### src/placeholder_end.sv
// Empty unit kept for ordering; holds no logic
`timescale 1ns/100ps
`default_nettype none
`default_nettype wire
### src/cit0_pkg.sv
// Constants and types for the card-side single-wire character link
package cit0_pkg;

  // Line controller states
  typedef enum logic [1:0] {ST_IDLE, ST_RX, ST_TX} cit0_state_e;

  // Frame points in half-etu ticks counted from the start edge
  localparam logic [4:0]  H_CONFIRM    = 5'h01; // Start bit confirmed at 0.5 etu
  localparam logic [4:0]  H_FIRST_DATA = 5'h03; // First data sample at 1.5 etu
  localparam logic [4:0]  H_LAST_BIT   = 5'h13; // Parity sampled at 9.5 etu
  localparam logic [4:0]  H_GUARD      = 5'h14; // End of the ten-bit frame, 10 etu
  localparam logic [4:0]  H_ERR_ON     = 5'h15; // Error pulse starts at 10.5 etu
  localparam logic [4:0]  H_TX_CHECK   = 5'h16; // Transmitter looks for error at 11 etu
  localparam logic [4:0]  H_RX_DONE    = 5'h16; // Clean reception ends at 11 etu
  localparam logic [4:0]  H_ERR_OFF    = 5'h18; // Error pulse released at 12 etu
  localparam logic [4:0]  H_CHAR_GAP   = 5'h18; // 12 etu between start edges
  localparam logic [4:0]  H_RETRY_GAP  = 5'h1c; // Repeat starts 14 etu after the failed one
  localparam logic [4:0]  H_SAT        = 5'h1f; // Gap counter saturates here

  // Command layer
  localparam logic [2:0]  HEADER_LEN   = 3'h5;  // Bytes in a command header
  localparam logic [2:0]  INSTR_POS    = 3'h1;  // Header position of the instruction byte
  localparam logic [7:0]  NULL_BYTE    = 8'h60; // Wait procedure byte

  // Work waiting limit: 960 * wait_integer * clock_rate_factor card clocks,
  // i.e. 960 * wait_integer * baud_rate_factor etu, here in half etu
  localparam logic [24:0] WAIT_HALF_PER_UNIT = 25'h000780; // 2 * 960

  // Values after reset and default rates
  localparam logic [11:0] DEF_CLOCK_RATE = 12'h174; // 372
  localparam logic [5:0]  DEF_BAUD_RATE  = 6'h01;
  localparam logic [7:0]  DEF_WAIT_INT   = 8'h0a;   // 10
  localparam logic [11:0] RST_ACC        = 12'h000;
  localparam logic [24:0] RST_WAIT       = 25'h0000000;

  // Default margin, in etu, before the limit at which a wait byte is inserted
  localparam int          DEF_NULL_MARGIN_ETU = 32;

endpackage : cit0_pkg

### src/cit0_link_dev.sv
// Card-side I/O line controller: character framing, error repeat and command header tracking
// Operation
// - Transmit only after finding line high
// - Convention maps logic one to line level
// - Ten-bit frame: start, eight data, even parity
// - Confirm start bit before 0.7 etu
// - Sample bit n at n+0.5 etu
// - Guard time keeps both sides receiving, line high
// - Bytes least significant first in direct convention, most significant first in inverse
// - Low impedance: transmitter drives whole frame
// - Next transmitter holds line high when idle
// - Start edges at least 12 etu apart
// - Card character within work waiting limit
// - Header answered by procedure or status byte
// - Parity error pulls line low 10.5 etu
// - Transmitter checks at 11 etu, resends
// - Error signalling and repeat always used here
`timescale 1ns/100ps
`default_nettype none
module cit0_link_dev
  import cit0_pkg::*;
#(
  parameter int NULL_MARGIN_ETU = DEF_NULL_MARGIN_ETU
) (
  // Clock and reset
  input  wire logic        clock_i,
  input  wire logic        reset_i,
  // I/O line pin
  input  wire logic        io_i,
  output logic             io_o,
  output logic             io_oe_o,
  // Link configuration
  input  wire logic        inverse_conv_i,
  input  wire logic        low_imp_i,
  input  wire logic [11:0] clock_rate_factor_i,
  input  wire logic [5:0]  baud_rate_factor_i,
  input  wire logic [7:0]  wait_integer_i,
  // Bytes to send
  input  wire logic        tx_valid_i,
  input  wire logic [7:0]  tx_data_i,
  input  wire logic        tx_last_i,
  output logic             tx_ready_o,
  // Bytes received
  output logic             rx_valid_o,
  output logic [7:0]       rx_data_o,
  output logic             rx_header_o,
  output logic             header_done_o,
  output logic [7:0]       instruction_byte_o,
  // Status
  output logic             reply_due_o,
  output logic             rx_parity_err_o,
  output logic             tx_retry_o,
  output logic             null_sent_o
);

  // Margin must leave room before the shortest limit of 960 etu
  if (NULL_MARGIN_ETU < 1 || NULL_MARGIN_ETU > 900) begin : g_bad_margin
    $error("NULL_MARGIN_ETU out of range");
  end

  localparam logic [24:0] NULL_MARGIN_H = 25'(2 * NULL_MARGIN_ETU);

  // Frame levels, start bit first; parity taken over the logical bits
  function automatic logic [9:0] cit0_encode(input logic [7:0] b, input logic inv);
    logic [7:0] ord;
    ord = inv ? {b[0], b[1], b[2], b[3], b[4], b[5], b[6], b[7]} : b;
    cit0_encode = {(^b) ^ inv, inv ? ~ord : ord, 1'b0};
  endfunction : cit0_encode

  // Logical byte from nine sampled levels (data then parity)
  function automatic logic [7:0] cit0_decode(input logic [8:0] lvl, input logic inv);
    logic [7:0] d;
    d = inv ? ~lvl[7:0] : lvl[7:0];
    cit0_decode = inv ? {d[0], d[1], d[2], d[3], d[4], d[5], d[6], d[7]} : d;
  endfunction : cit0_decode

  // Pin synchroniser; only line_s and line_prev_ff feed logic
  logic sync1_ff;
  logic line_s;
  logic line_prev_ff;
  always_ff @(posedge clock_i) begin
    if (reset_i) begin
      sync1_ff     <= 1'b1;
      line_s       <= 1'b1;
      line_prev_ff <= 1'b1;
    end else begin
      sync1_ff     <= io_i;
      line_s       <= sync1_ff;
      line_prev_ff <= line_s;
    end
  end

  // State
  cit0_state_e state_ff, nxt_state;
  logic [11:0] acc_ff, nxt_acc;
  logic [4:0]  hcnt_ff, nxt_hcnt;
  logic [24:0] wait_ff, nxt_wait;
  logic [9:0]  frame_ff, nxt_frame;
  logic [8:0]  lvl_ff, nxt_lvl;
  logic        err_ff, nxt_err;
  logic        retry_ff, nxt_retry;
  logic        reply_ff, nxt_reply;
  logic        hdr_ph_ff, nxt_hdr_ph;
  logic [2:0]  hdr_cnt_ff, nxt_hdr_cnt;
  logic [7:0]  instr_ff, nxt_instr;
  logic        oe_ff, nxt_oe;
  logic        out_ff, nxt_out;
  logic        rxv_ff, nxt_rxv;
  logic [7:0]  rxd_ff, nxt_rxd;
  logic        rxh_ff, nxt_rxh;
  logic        hdone_ff, nxt_hdone;
  logic        perr_ff, nxt_perr;
  logic        retp_ff, nxt_retp;
  logic        nulp_ff, nxt_nulp;

  // Helper terms
  logic [12:0] sum;
  logic        tick;
  logic [4:0]  nh;
  logic        fall;
  logic        start_ok;
  logic [24:0] limit_h;
  logic        null_due;
  logic        par_bad;

  // Half-etu tick from a fractional accumulator: step 2*D against F
  assign sum  = {1'b0, acc_ff} + {6'h00, baud_rate_factor_i, 1'b0};
  assign tick = sum >= {1'b0, clock_rate_factor_i};
  assign nh   = hcnt_ff + 5'h01;
  assign fall = line_prev_ff & ~line_s;
  // Sync delay shifts the time origin by a few clocks, far inside 0.2 etu
  assign start_ok = line_s && (hcnt_ff >= (retry_ff ? H_RETRY_GAP : H_CHAR_GAP));
  assign limit_h  = 25'({6'h00, wait_integer_i} * {8'h00, baud_rate_factor_i}) * WAIT_HALF_PER_UNIT;
  assign null_due = reply_ff && (wait_ff >= limit_h - NULL_MARGIN_H);
  assign par_bad  = (^lvl_ff) ^ inverse_conv_i;
  assign tx_ready_o = (state_ff == ST_IDLE) && start_ok && !retry_ff && !null_due;

  // Next-state logic
  always_comb begin
    nxt_state   = state_ff;
    nxt_acc     = tick ? 12'(sum - {1'b0, clock_rate_factor_i}) : sum[11:0];
    nxt_hcnt    = (tick && hcnt_ff != H_SAT) ? nh : hcnt_ff;
    nxt_wait    = (tick && wait_ff != {25{1'b1}}) ? wait_ff + 25'h0000001 : wait_ff;
    nxt_frame   = frame_ff;
    nxt_lvl     = lvl_ff;
    nxt_err     = err_ff;
    nxt_retry   = retry_ff;
    nxt_reply   = reply_ff;
    nxt_hdr_ph  = hdr_ph_ff;
    nxt_hdr_cnt = hdr_cnt_ff;
    nxt_instr   = instr_ff;
    nxt_oe      = oe_ff;
    nxt_out     = out_ff;
    nxt_rxv     = 1'b0;
    nxt_rxd     = rxd_ff;
    nxt_rxh     = rxh_ff;
    nxt_hdone   = 1'b0;
    nxt_perr    = 1'b0;
    nxt_retp    = 1'b0;
    nxt_nulp    = 1'b0;
    case (state_ff)
      ST_IDLE: begin
        // Outside the header phase the card may hold the line high as next sender (low impedance only)
        nxt_oe  = low_imp_i && !hdr_ph_ff;
        nxt_out = 1'b1;
        if (fall) begin
          nxt_state = ST_RX;
          nxt_acc   = RST_ACC;
          nxt_hcnt  = 5'h00;
          nxt_wait  = RST_WAIT;
          nxt_err   = 1'b0;
          nxt_oe    = 1'b0;
        end else if (start_ok && (retry_ff || null_due || tx_valid_i)) begin
          nxt_state = ST_TX;
          nxt_acc   = RST_ACC;
          nxt_hcnt  = 5'h00;
          nxt_wait  = RST_WAIT;
          nxt_err   = 1'b0;
          nxt_oe    = 1'b1; // Start bit is always driven low
          nxt_out   = 1'b0;
          if (retry_ff) begin
            nxt_retry = 1'b0;
          end else if (null_due) begin
            nxt_frame = cit0_encode(NULL_BYTE, inverse_conv_i);
            nxt_nulp  = 1'b1;
          end else begin
            nxt_frame = cit0_encode(tx_data_i, inverse_conv_i);
            nxt_reply = 1'b0;
            if (tx_last_i) begin
              nxt_hdr_ph  = 1'b1;
              nxt_hdr_cnt = 3'h0;
            end
          end
        end
      end
      ST_RX: begin
        if (tick) begin
          if (nh == H_CONFIRM && line_s) begin
            nxt_state = ST_IDLE;
          end else if (nh >= H_FIRST_DATA && nh <= H_LAST_BIT && nh[0]) begin
            nxt_lvl = {line_s, lvl_ff[8:1]};
          end else if (nh == H_GUARD) begin
            if (par_bad) begin
              nxt_err  = 1'b1;
              nxt_perr = 1'b1;
            end else begin
              nxt_rxv = 1'b1;
              nxt_rxd = cit0_decode(lvl_ff, inverse_conv_i);
              nxt_rxh = hdr_ph_ff;
              if (hdr_ph_ff) begin
                if (hdr_cnt_ff == INSTR_POS) begin
                  nxt_instr = cit0_decode(lvl_ff, inverse_conv_i);
                end
                if (hdr_cnt_ff == HEADER_LEN - 3'h1) begin
                  nxt_hdone   = 1'b1;
                  nxt_reply   = 1'b1;
                  nxt_hdr_ph  = 1'b0;
                  nxt_hdr_cnt = 3'h0;
                end else begin
                  nxt_hdr_cnt = hdr_cnt_ff + 3'h1;
                end
              end
            end
          end else if (nh == H_ERR_ON && err_ff) begin
            nxt_oe  = 1'b1;
            nxt_out = 1'b0;
          end else if (nh == H_RX_DONE && !err_ff) begin
            nxt_state = ST_IDLE;
          end else if (nh == H_ERR_OFF) begin
            nxt_oe    = 1'b0; // Low for 1.5 etu, within 1 to 2 etu
            nxt_out   = 1'b1;
            nxt_err   = 1'b0;
            nxt_state = ST_IDLE;
          end
        end
      end
      ST_TX: begin
        if (tick) begin
          if (nh < H_GUARD && !nh[0]) begin
            nxt_out = frame_ff[nh[4:1]];
            nxt_oe  = low_imp_i || !frame_ff[nh[4:1]];
          end else if (nh == H_GUARD) begin
            nxt_oe  = 1'b0; // Released so the receiver can signal an error
            nxt_out = 1'b1;
          end else if (nh == H_TX_CHECK && !line_s) begin
            nxt_retry = 1'b1;
            nxt_retp  = 1'b1;
          end else if (nh == H_CHAR_GAP) begin
            nxt_state = ST_IDLE;
          end
        end
      end
      default: begin
        nxt_state = ST_IDLE;
      end
    endcase
  end

  // State registers
  always_ff @(posedge clock_i) begin
    if (reset_i) begin
      state_ff   <= ST_IDLE;
      acc_ff     <= RST_ACC;
      hcnt_ff    <= H_SAT;
      wait_ff    <= RST_WAIT;
      frame_ff   <= 10'h3ff;
      lvl_ff     <= 9'h000;
      err_ff     <= 1'b0;
      retry_ff   <= 1'b0;
      reply_ff   <= 1'b0;
      hdr_ph_ff  <= 1'b1;
      hdr_cnt_ff <= 3'h0;
      instr_ff   <= 8'h00;
      oe_ff      <= 1'b0;
      out_ff     <= 1'b1;
      rxv_ff     <= 1'b0;
      rxd_ff     <= 8'h00;
      rxh_ff     <= 1'b0;
      hdone_ff   <= 1'b0;
      perr_ff    <= 1'b0;
      retp_ff    <= 1'b0;
      nulp_ff    <= 1'b0;
    end else begin
      state_ff   <= nxt_state;
      acc_ff     <= nxt_acc;
      hcnt_ff    <= nxt_hcnt;
      wait_ff    <= nxt_wait;
      frame_ff   <= nxt_frame;
      lvl_ff     <= nxt_lvl;
      err_ff     <= nxt_err;
      retry_ff   <= nxt_retry;
      reply_ff   <= nxt_reply;
      hdr_ph_ff  <= nxt_hdr_ph;
      hdr_cnt_ff <= nxt_hdr_cnt;
      instr_ff   <= nxt_instr;
      oe_ff      <= nxt_oe;
      out_ff     <= nxt_out;
      rxv_ff     <= nxt_rxv;
      rxd_ff     <= nxt_rxd;
      rxh_ff     <= nxt_rxh;
      hdone_ff   <= nxt_hdone;
      perr_ff    <= nxt_perr;
      retp_ff    <= nxt_retp;
      nulp_ff    <= nxt_nulp;
    end
  end

  // Outputs
  assign io_o               = out_ff;
  assign io_oe_o            = oe_ff;
  assign rx_valid_o         = rxv_ff;
  assign rx_data_o          = rxd_ff;
  assign rx_header_o        = rxh_ff;
  assign header_done_o      = hdone_ff;
  assign instruction_byte_o = instr_ff;
  assign reply_due_o        = reply_ff;
  assign rx_parity_err_o    = perr_ff;
  assign tx_retry_o         = retp_ff;
  assign null_sent_o        = nulp_ff;

  logic tx_go;
  assign tx_go = (state_ff == ST_IDLE) && (nxt_state == ST_TX);
endmodule : cit0_link_dev
`default_nettype wire

### config.mk
export PLATFORM = sky130hd
export DESIGN_NAME = cit0_link_dev
export DESIGN_NICKNAME = d
export VERILOG_FILES = /design/src/placeholder_end.sv /design/src/cit0_pkg.sv /design/src/cit0_link_dev.sv
export SDC_FILE = /design/constraint.sdc
export NUM_CORES = 1
export LEC_CHECK = 0
export BUFFER_PORTS_ARGS = -buffer_cell sky130_fd_sc_hd__buf_2
export CORE_ASPECT_RATIO = 1.75
export CORE_MARGIN = 10
export CORE_UTILIZATION = 50
export DETAILED_ROUTE_END_ITERATION = 8
export MAX_ROUTING_LAYER = met4
export PLACE_DENSITY = 0.67
export SKIP_CTS_REPAIR_TIMING = 1
export SLEW_MARGIN = 20
export SYNTH_ARGS = -nofsm -noshare
export SYNTH_HDL_FRONTEND = slang
export SYNTH_SLANG_ARGS = --single-unit
export TNS_END_PERCENT = 30
### constraint.sdc
create_clock -name clock_i -period 15.6 [get_ports clock_i]
set_clock_uncertainty 0.2 [all_clocks]
set_input_delay 2.34 -clock clock_i [delete_from_list [all_inputs] [get_ports clock_i]]
set_output_delay 2.34 -clock clock_i [all_outputs]
set_load 0.01 [all_outputs]
==> results of run 1 <==
[metal layers]
layer  GRT usage (%)  vias up  share of wire (%)
met3            2.32       51                2.8
met5               -        -                  0
met1            18.0     4007                 38
met4            8.15        0                3.2
li1                -     4212                  -
met2            35.1      133                 56
[state kept, by name, indices dropped and copies added, names as in the netlist, 2 cells and up]
signal              flops
hcnt_ff                 5
lvl_ff                  9
wait_ff                25
rx_data_o               8
state_ff                2
frame_ff               10
hdr_cnt_ff              3
instruction_byte_o      8
acc_ff                 12
[cell families (layout without fill, tap and decap cells)]
group                      count (synthesis)  after routing  share of synthesized area (%)
and+or+nand+nor                          377            377                           20.4
AOI/OAI and AO/OA                        278            278                           19.2
buffers and inverters                    174            223                           6.95
adders and majority gates                142            142                           22.3
DFF                                       97             97                           20.4
xor gates and xnor gates                  76             76                           7.12
muxes                                     32             32                           3.65
[area by class of cell]
class,count,area share [%]
clock buffers,9,2.17
repair buffers,73,3.68
flip-flops and latches,97,18.7
clock inverters,7,1.05
well taps,238,2.87
inverters,134,4.84
multi-input cells,905,66.7
[worst paths after layout]
path,end,slack [ns],cells after the start
max reg2reg,lvl_ff[8]$_SDFFE_PP0P_,10.32,15
min reg2reg,line_s$_SDFF_PP1_,0.21,1
min,line_s$_SDFF_PP1_,0.21,1
max,tx_ready_o,1.96,33
[worst reg2reg max path: stages (launching register included)]
cell and delay (ns):
dfxtp_1 0.32, ha_1 0.21, fa_1 0.41, a21o_1 0.20, a21oi_1 0.22, o21bai_1 0.09, a21oi_1 0.35, xnor2_1 0.22
ha_1 0.33, a21o_1 0.19, a2111oi_0 0.69, or3b_1 0.24, o21ai_1 0.23, o21ai_1 0.92, mux2i_1 0.27, nor2_1 0.05
[cells in the mapped netlist, types with 6 or more instances]
master,count,area share [%]
fa_1,47,9.9
o21ai_1,16,0.84
or4_1,18,1.4
xnor2_1,50,4.6
inv_1,132,5.2
and3_1,9,0.59
a21oi_1,83,4.4
o211ai_1,6,0.47
or3_1,17,1.1
o31ai_1,16,1.3
nand3b_1,7,0.55
nand2b_1,9,0.59
nor3_1,27,1.4
a31oi_1,8,0.52
nand4_1,13,0.85
a211oi_1,21,1.7
nand2_1,80,3.1
clkbuf_1,32,1.3
o21ai_0,37,1.9
mux2i_1,28,2.9
or2_2,8,0.52
a2bb2oi_1,6,0.55
a31o_2,6,0.55
xor2_1,25,2.3
nand3_1,34,1.8
dfxtp_1,97,20
ha_1,95,12
a21o_1,18,1.4
nor2_1,84,3.3
and2_1,37,2.4
nor2b_1,9,0.59
o21a_1,8,0.63
and4_1,7,0.64
[metrics by stage]
step / std cells / worst slack, ns / area, um^2
3_5_place_dp: 1447 / 1.98 / 10100
6_report: 1463 / 1.96 / 10400
3_3_place_gp: 1447 / 2.16 / 10100
2_1_floorplan: 1176 / 2.62 / 9540
4_1_cts: 1463 / 1.96 / 10400
5_1_grt: 1463 / 1.39 / 10400
==> results.txt, run 1 <==
----------------------------------------------------
[Floorplanning]
  Std-Cell Core Area ... 18700 um^2
  I/O pin total ... 67
  Overall die area ... 25200 um^2
  Starting density of the core ... 51.1%
  Die boundary height ... 203 um
  Number of core rows ... 66
  Die outline width ... approximately 120 um

[Cells and area]
  Sequential Area ... 1940 um^2
  Net count reported at finish ... 1403
  Number of filler instances in the final layout ... 1802
  Post-route core utilization ... 55.7%
  Layout cells sized above 1 ... 9.31%
  Most used cells in the layout excluding fill and tap cells ... inv_1 (132), dfxtp_1 (97), ha_1 (95)
  Area of the multi-input gates ... a little under 7000 um^2
  Ant diodes ... 0
  Synth-to-Final Area Change ... 8.96%
  Most common library cell in the layout ignoring fill and taps ... inv_1

[Global route]
  Via count of the first global-routing pass ... 8381
  Maximum number of pins on one net before global-route repair ... 44
  GRT Util Overall ... 18.4%
  Initial antenna violation count ... 0
  Global-route wire length before repair ... 38.9 mm
  Sum of overflow across all layers after global routing ... 0

[Worst setup path]
  CP max FO ... 17
  Critical path class ... input pin to output pin
  CP required ... 13.06 ns
  Cell class contributing the biggest share of worst-path delay ... adder cells
  Nature of the critical path startpoint ... input pin
  Longest individual stage delay on the worst path ... 0.77 ns
  Launch point of the worst reg-to-reg path ... acc_ff[1]$_SDFF_PP0_
  CP max stage cell ... a2111oi_0
  Arrival time of the worst setup path ... 11.10 ns
  Worst Path Buf+Inv ... 6
  Crit path capture type ... output pin
  Start point of the critical path ... baud_rate_factor_i[2]

[Route]
  Final Routed Wirelength ... 22.8 mm
  DRT Pass-1 Iters ... 4
  Vias per cell ... 5.74
  Via count of the routed design ... ~8400
  Iteration-0 DRC count of the detailed router ... 368
  DRC violation count after routing ... 0
  Per-cell routed wire length ... around 16 um
  Detail Route Antenna Nets ... 0

[Logic synthesis]
  Synthesized area per cell ... 8.11 um^2
  Async SR Flop Fraction ... 0%
  Library cells used by synthesis ... 75
  Most used flip-flop cell after synthesis ... dfxtp_1
  Mapped Area ... 9540 um^2
  Yosys Warn Count ... 0
  Post-synth EDFFs ... 0
  Cell count after synthesis ... 1176
  Total of flip-flops plus latches after synthesis ... 97
  Portion of the post-synthesis area used by sequential elements ... 20.4%
  Net Count, Synth ... between 1000 and 1500

[Clock tree]
  Number of clock buffers inserted by TritonCTS ... 9
  TritonCTS Sinks ... 97
  CTS tree ... yes
  Clock Tree Root ... clkbuf_16
  Longest Clk Path Bufs ... 2
  Depth of the CTS H-tree ... 3
  Register clock-pin slew on the reported worst setup and hold paths ... 0.07 ns
  Worst-Skew Late Latency ... 0.36 ns

[STA]
  Max Clk Rate ... between 0.07 and 0.08 GHz
  Hold violation total from the final report ... 0
  Setup TNS ... 0 ns
  Clock period minus worst slack ... 13.64 ns
  Number of setup violations in the final report ... 0
  Period Utilization, post-route ... between 80% and 90%
  Slew at the pin closest to its max-slew limit ... 1.08 ns
  Max-slew headroom ... 27.6%
  Worst hold margin ... between 0.2 and 0.25 ns
  Setup repair after global routing missed its margin ... no
  Final Slew Violations ... 0

[Min path]
  Path class of the lowest-slack min-delay path ... flop to flop
  Hold path startpoint ... sync1_ff$_SDFF_PP1_

[Placed design]
  HPWL after DPL ... 18.4 mm
  Final weighted congestion in routability-driven placement ... around 0.9
  PortBufs ... 66

[Status]
  Outcome ... finished clean

[Flow run]
  Max_cap viols ... 0

----------------------------------------------------
Power of run 1 is left out: the tool's default activity adds up to more than one toggle a clock period on the data nets, which glitch-free logic cannot reach.
==> inputs of run 2 (changes only) <==
Settings changed: CORE_UTILIZATION 50 to 25, PLACE_DENSITY 0.67 to 0.39.
==> results.txt, run 2 (synthesis gave the netlist of run 1 again) <==
----------------------------------------------------
[Status]
  Outcome ... finished clean

[Clock tree]
  Worst-Skew Late Latency ... 0.38 ns
  Depth of the CTS H-tree ... 3
  TritonCTS Sinks ... 97
  Clock Tree Root ... clkbuf_16
  Number of clock buffers inserted by TritonCTS ... 9
  Longest Clk Path Bufs ... 2
  Register clock-pin slew on the reported worst setup and hold paths ... 0.07 ns
  CTS tree ... yes

[Floorplanning]
  Overall die area ... 46700 um^2
  Die boundary height ... 278 um
  I/O pin total ... 67
  Number of core rows ... 94
  Die outline width ... 168 um
  Std-Cell Core Area ... 37600 um^2
  Starting density of the core ... 25.3%

[STA]
  Final Slew Violations ... 0
  Max Clk Rate ... 0.0729 GHz
  Max-slew headroom ... 27.6%
  Number of setup violations in the final report ... 0
  Hold violation total from the final report ... 0
  Slew at the pin closest to its max-slew limit ... ~1.1 ns
  Final critical-path setup slack ... 1.88 ns
  Setup TNS ... 0 ns
  Worst hold margin ... 0.220 ns
  Period Utilization, post-route ... 87.9%
  Clock period minus worst slack ... 13.72 ns
  Setup repair after global routing missed its margin ... no

[Global route]
  Initial antenna violation count ... 1
  Global-route wire length before repair ... 46.5 mm
  Maximum number of pins on one net before global-route repair ... 44
  Via count of the first global-routing pass ... a little under 9000
  GRT Util Overall ... 12.6%
  Sum of overflow across all layers after global routing ... 0

[Route]
  DRC violation count after routing ... 0
  Final Routed Wirelength ... 28.3 mm
  Detail Route Antenna Nets ... 0
  DRT Pass-1 Iters ... 4
  Iteration-0 DRC count of the detailed router ... 376
  Per-cell routed wire length ... between 15 and 20 um
  Vias per cell ... 4.87
  Via count of the routed design ... 8316

[Placed design]
  Post-Place Worst Slack ... about 1.8 ns
  Total placed cells including tap cells ... 1691
  HPWL after DPL ... 23.1 mm
  Final weighted congestion in routability-driven placement ... 0.859
  PortBufs ... 66

[Cells and area]
  Non-Filler Instances ... 1708
  Most common library cell in the layout ignoring fill and taps ... inv_1
  Layout cells sized above 1 ... 9.45%
  Largest registers ... wait_ff: 25 flops, acc_ff: 12 flops, frame_ff: 10 flops
  Number of flip-flops in the largest register ... 25
  Most used cells in the layout excluding fill and tap cells ... inv_1 (132), dfxtp_1 (97), ha_1 (95)
  Net count reported at finish ... 1405
  Register with the most flip-flops ... wait_ff
  Synth-to-Final Area Change ... 12.2%

[Worst setup path]
  Arrival time of the worst setup path ... 11.18 ns
  CP required ... around 13 ns
  CP max stage cell ... a2111oi_0
  CP max FO ... 17
  Critical path class ... input pin to output pin
  R2r worst-path depth ... 15
  Nature of the critical path startpoint ... input pin
  Longest individual stage delay on the worst path ... 0.82 ns
  Crit path capture type ... output pin

[Min path]
  Count of cells along the worst hold path ... 1
  Path class of the lowest-slack min-delay path ... flop to flop

[Flow run]
  Max_cap viols ... 0

----------------------------------------------------
run 2: changes by cell type in the layout (fill, tap and decap cells not counted), sizes merged:
cell / before / now
clkinv: 3 / 6
buf: 73 / 75
bufinv: 2 / 0
diode: 0 / 1
inv: 136 / 135
run 2: layout make-up:
cell class / count / area [um^2]
timing repair buffer: 75 / 398
antenna: 1 / 2.50
clock inverter: 7 / 93.8
sequential: 97 / 1940
inverter: 134 / 503
fill: 4147 / 26900
tap: 480 / 601
clock buffer: 9 / 225
multi-input combinational: 905 / 6930
run 2: worst paths after layout:
path	from	slack, ns	to
worst max-delay path	baud_rate_factor_i[5]	1.88	tx_ready_o
worst min-delay path	sync1_ff$_SDFF_PP1_	0.22	line_s$_SDFF_PP1_
worst max register to register	acc_ff[1]$_SDFF_PP0_	10.45	lvl_ff[0]$_SDFFE_PP0P_
worst min register to register	sync1_ff$_SDFF_PP1_	0.22	line_s$_SDFF_PP1_
run 2: metal layers:
metal  wire (um)  global-route usage [%]  vias to the layer above
met2       16000                    24.5                      107
met1       10600                    11.8                     3953
met5           0                       -                        -
li1            -                       -                     4221
met3         686                    1.74                       35
met4        1050                    5.60                        0
run 2: stage by stage:
step,util (%),cell area [um^2]
2_1_floorplan,-,9540
3_3_place_gp,27.6,10400
3_5_place_dp,27.6,10400
4_1_cts,28.4,10700
5_1_grt,28.4,10700
6_report,28.4,10700
run 2: worst max-delay path, delay by kind of cell:
kind / cells / cell delay, ns
adders and majority gates: 7 / 3.16
xor gates and xnor gates: 4 / 0.91
AOI/OAI and AO/OA: 5 / 1.86
and+or+nand+nor: 10 / 2.24
buffers and inverters: 6 / 0.65
Power of run 2 is left out for the same reason.
==> inputs of run 3 (changes only) <==
Settings changed: CORE_ASPECT_RATIO 1.75 to 0.9.
==> results.txt, run 3 (synthesis gave the netlist of run 1 again) <==
----------------------------------------------------
[Route]
  WL met1 ... around 14 mm
  Final Routed Wirelength ... roughly 26 mm
  Routed wl met2 ... 11.8 mm
  Iteration-0 DRC count of the detailed router ... between 400 and 500
  DRC violation count after routing ... 0
  Per-cell routed wire length ... 15.5 um
  Highest layer used for signal routing ... met4
  DRT Pass-1 Iters ... 5
  Via count of the routed design ... 8213
  Met3 wire len ... between 600 and 700 um
  Detail Route Antenna Nets ... 0
  Vias per cell ... 4.81

[Cells and area]
  Net count reported at finish ... ~1400
  Number of flip-flops in the largest register ... 25
  Largest registers ... wait_ff: 25 flops, acc_ff: 12 flops, frame_ff: 10 flops
  Most used cells in the layout excluding fill and tap cells ... inv_1 (132), dfxtp_1 (97), ha_1 (95)
  Layout cells sized above 1 ... around a tenth
  Synth-to-Final Area Change ... 12.0%
  Sequential Area ... 1940 um^2
  Ant diodes ... 0
  Register with the most flip-flops ... wait_ff
  Area of the multi-input gates ... 6940 um^2
  Most common library cell in the layout ignoring fill and taps ... inv_1
  Number of filler instances in the final layout ... between 4000 and 5000

[Worst setup path]
  CP max stage cell ... a2111oi_0
  FF-to-FF End ... wait_ff[24]$_SDFF_PP0_
  CP max FO ... 17
  Register-to-register setup slack ... 10.28 ns
  Start point of the critical path ... baud_rate_factor_i[2]
  End point of the critical path ... tx_ready_o
  Crit path capture type ... output pin
  Cell class contributing the biggest share of worst-path delay ... adder cells
  R2r worst-path depth ... 15
  Launch point of the worst reg-to-reg path ... acc_ff[1]$_SDFF_PP0_
  Critical path class ... input pin to output pin
  Levels on crit path ... 33
  Nature of the critical path startpoint ... input pin
  Longest individual stage delay on the worst path ... 0.77 ns
  CP required ... 13.06 ns
  Worst Path Buf+Inv ... 6
  Arrival time of the worst setup path ... 11.12 ns

[STA]
  Period Utilization, post-route ... between 80% and 90%
  Max-slew headroom ... between 40% and 50%
  Slew at the pin closest to its max-slew limit ... 0.864 ns
  Setup TNS ... 0 ns
  Number of setup violations in the final report ... 0
  Clock period minus worst slack ... 13.66 ns
  Hold violation total from the final report ... 0
  Final Slew Violations ... 0
  Setup repair after global routing missed its margin ... no
  Max Clk Rate ... 0.0732 GHz
  Final critical-path setup slack ... 1.94 ns

[Placed design]
  HPWL after DPL ... 21.1 mm
  PortBufs ... between 60 and 70
  Final weighted congestion in routability-driven placement ... 0.794
  Post-Place Worst Slack ... 1.91 ns

[Floorplanning]
  Overall die area ... 46400 um^2
  Die outline width ... 226 um
  Number of core rows ... 67
  I/O pin total ... 67
  Starting density of the core ... 25.5%
  Die boundary height ... 205 um
  Std-Cell Core Area ... 37500 um^2

[Clock tree]
  TritonCTS Sinks ... between 90 and 100
  Clock Tree Root ... clkbuf_16
  CTS tree ... yes
  Longest Clk Path Bufs ... 2
  Number of clock buffers inserted by TritonCTS ... 9
  Depth of the CTS H-tree ... 3
  Register clock-pin slew on the reported worst setup and hold paths ... ~0.07 ns
  Worst-Skew Late Latency ... 0.37 ns

[Global route]
  Maximum number of pins on one net before global-route repair ... 44
  GRT Util Overall ... 12.0%
  Initial antenna violation count ... 0
  Global-route wire length before repair ... 44.4 mm
  Via count of the first global-routing pass ... slightly above 8000
  Sum of overflow across all layers after global routing ... 0

[Min path]
  Path class of the lowest-slack min-delay path ... flop to flop

[Status]
  Outcome ... finished clean

[Flow run]
  Max_cap viols ... 0

----------------------------------------------------
-- run 3: layer usage --
layer,vias to the layer above,GRT usage [%]
met5,-,-
met4,0,2.31
met3,15,1.72
met2,93,18.3
li1,4239,-
met1,3866,16.6
-- run 3: worst min-delay path by stage --
stage | startpoint | to | slack (ns) | depth (start not counted)
6_report | sync1_ff$_SDFF_PP1_ | line_s$_SDFF_PP1_ | 0.22 | 1
5_1_grt | sync1_ff$_SDFF_PP1_ | line_s$_SDFF_PP1_ | 0.25 | 1
4_1_cts | sync1_ff$_SDFF_PP1_ | line_s$_SDFF_PP1_ | 0.22 | 1
3_5_place_dp | sync1_ff$_SDFF_PP1_ | line_s$_SDFF_PP1_ | 0.20 | 1
3_3_place_gp | sync1_ff$_SDFF_PP1_ | line_s$_SDFF_PP1_ | 0.21 | 1
2_1_floorplan | sync1_ff$_SDFF_PP1_ | line_s$_SDFF_PP1_ | 0.19 | 1
-- run 3: per-stage QoR --
step | instances | utilization [%] | hold slack [ns] | cell area, um^2
after global placement | 1693 | 27.7 | 0.206 | 10400
final | 1709 | 28.5 | 0.217 | 10700
after floorplan | 1176 | - | 0.189 | 9540
after global routing | 1709 | 28.5 | 0.251 | 10700
after detailed placement | 1693 | 27.7 | 0.198 | 10400
after CTS | 1709 | 28.5 | 0.221 | 10700
-- run 3: final cells by class --
cell class | instances | area share (%)
clock buffers | 10 | 2.14
repair buffers | 74 | 3.65
inverters | 134 | 4.71
multi-input cells | 905 | 64.9
flip-flops and latches | 97 | 18.2
well taps | 483 | 5.66
clock inverters | 6 | 0.738
-- run 3: worst reg2reg max path: cells and delay by family (launching register included) --
family | cells | cell delay (ns)
AO/OA/AOI/OAI | 8 | 2.69
AND/OR/NAND/NOR | 3 | 0.81
adder cells (fa/ha/maj) | 3 | 0.94
flip-flops | 1 | 0.32
XOR/XNOR | 1 | 0.22
Power of run 3 is left out for the same reason.
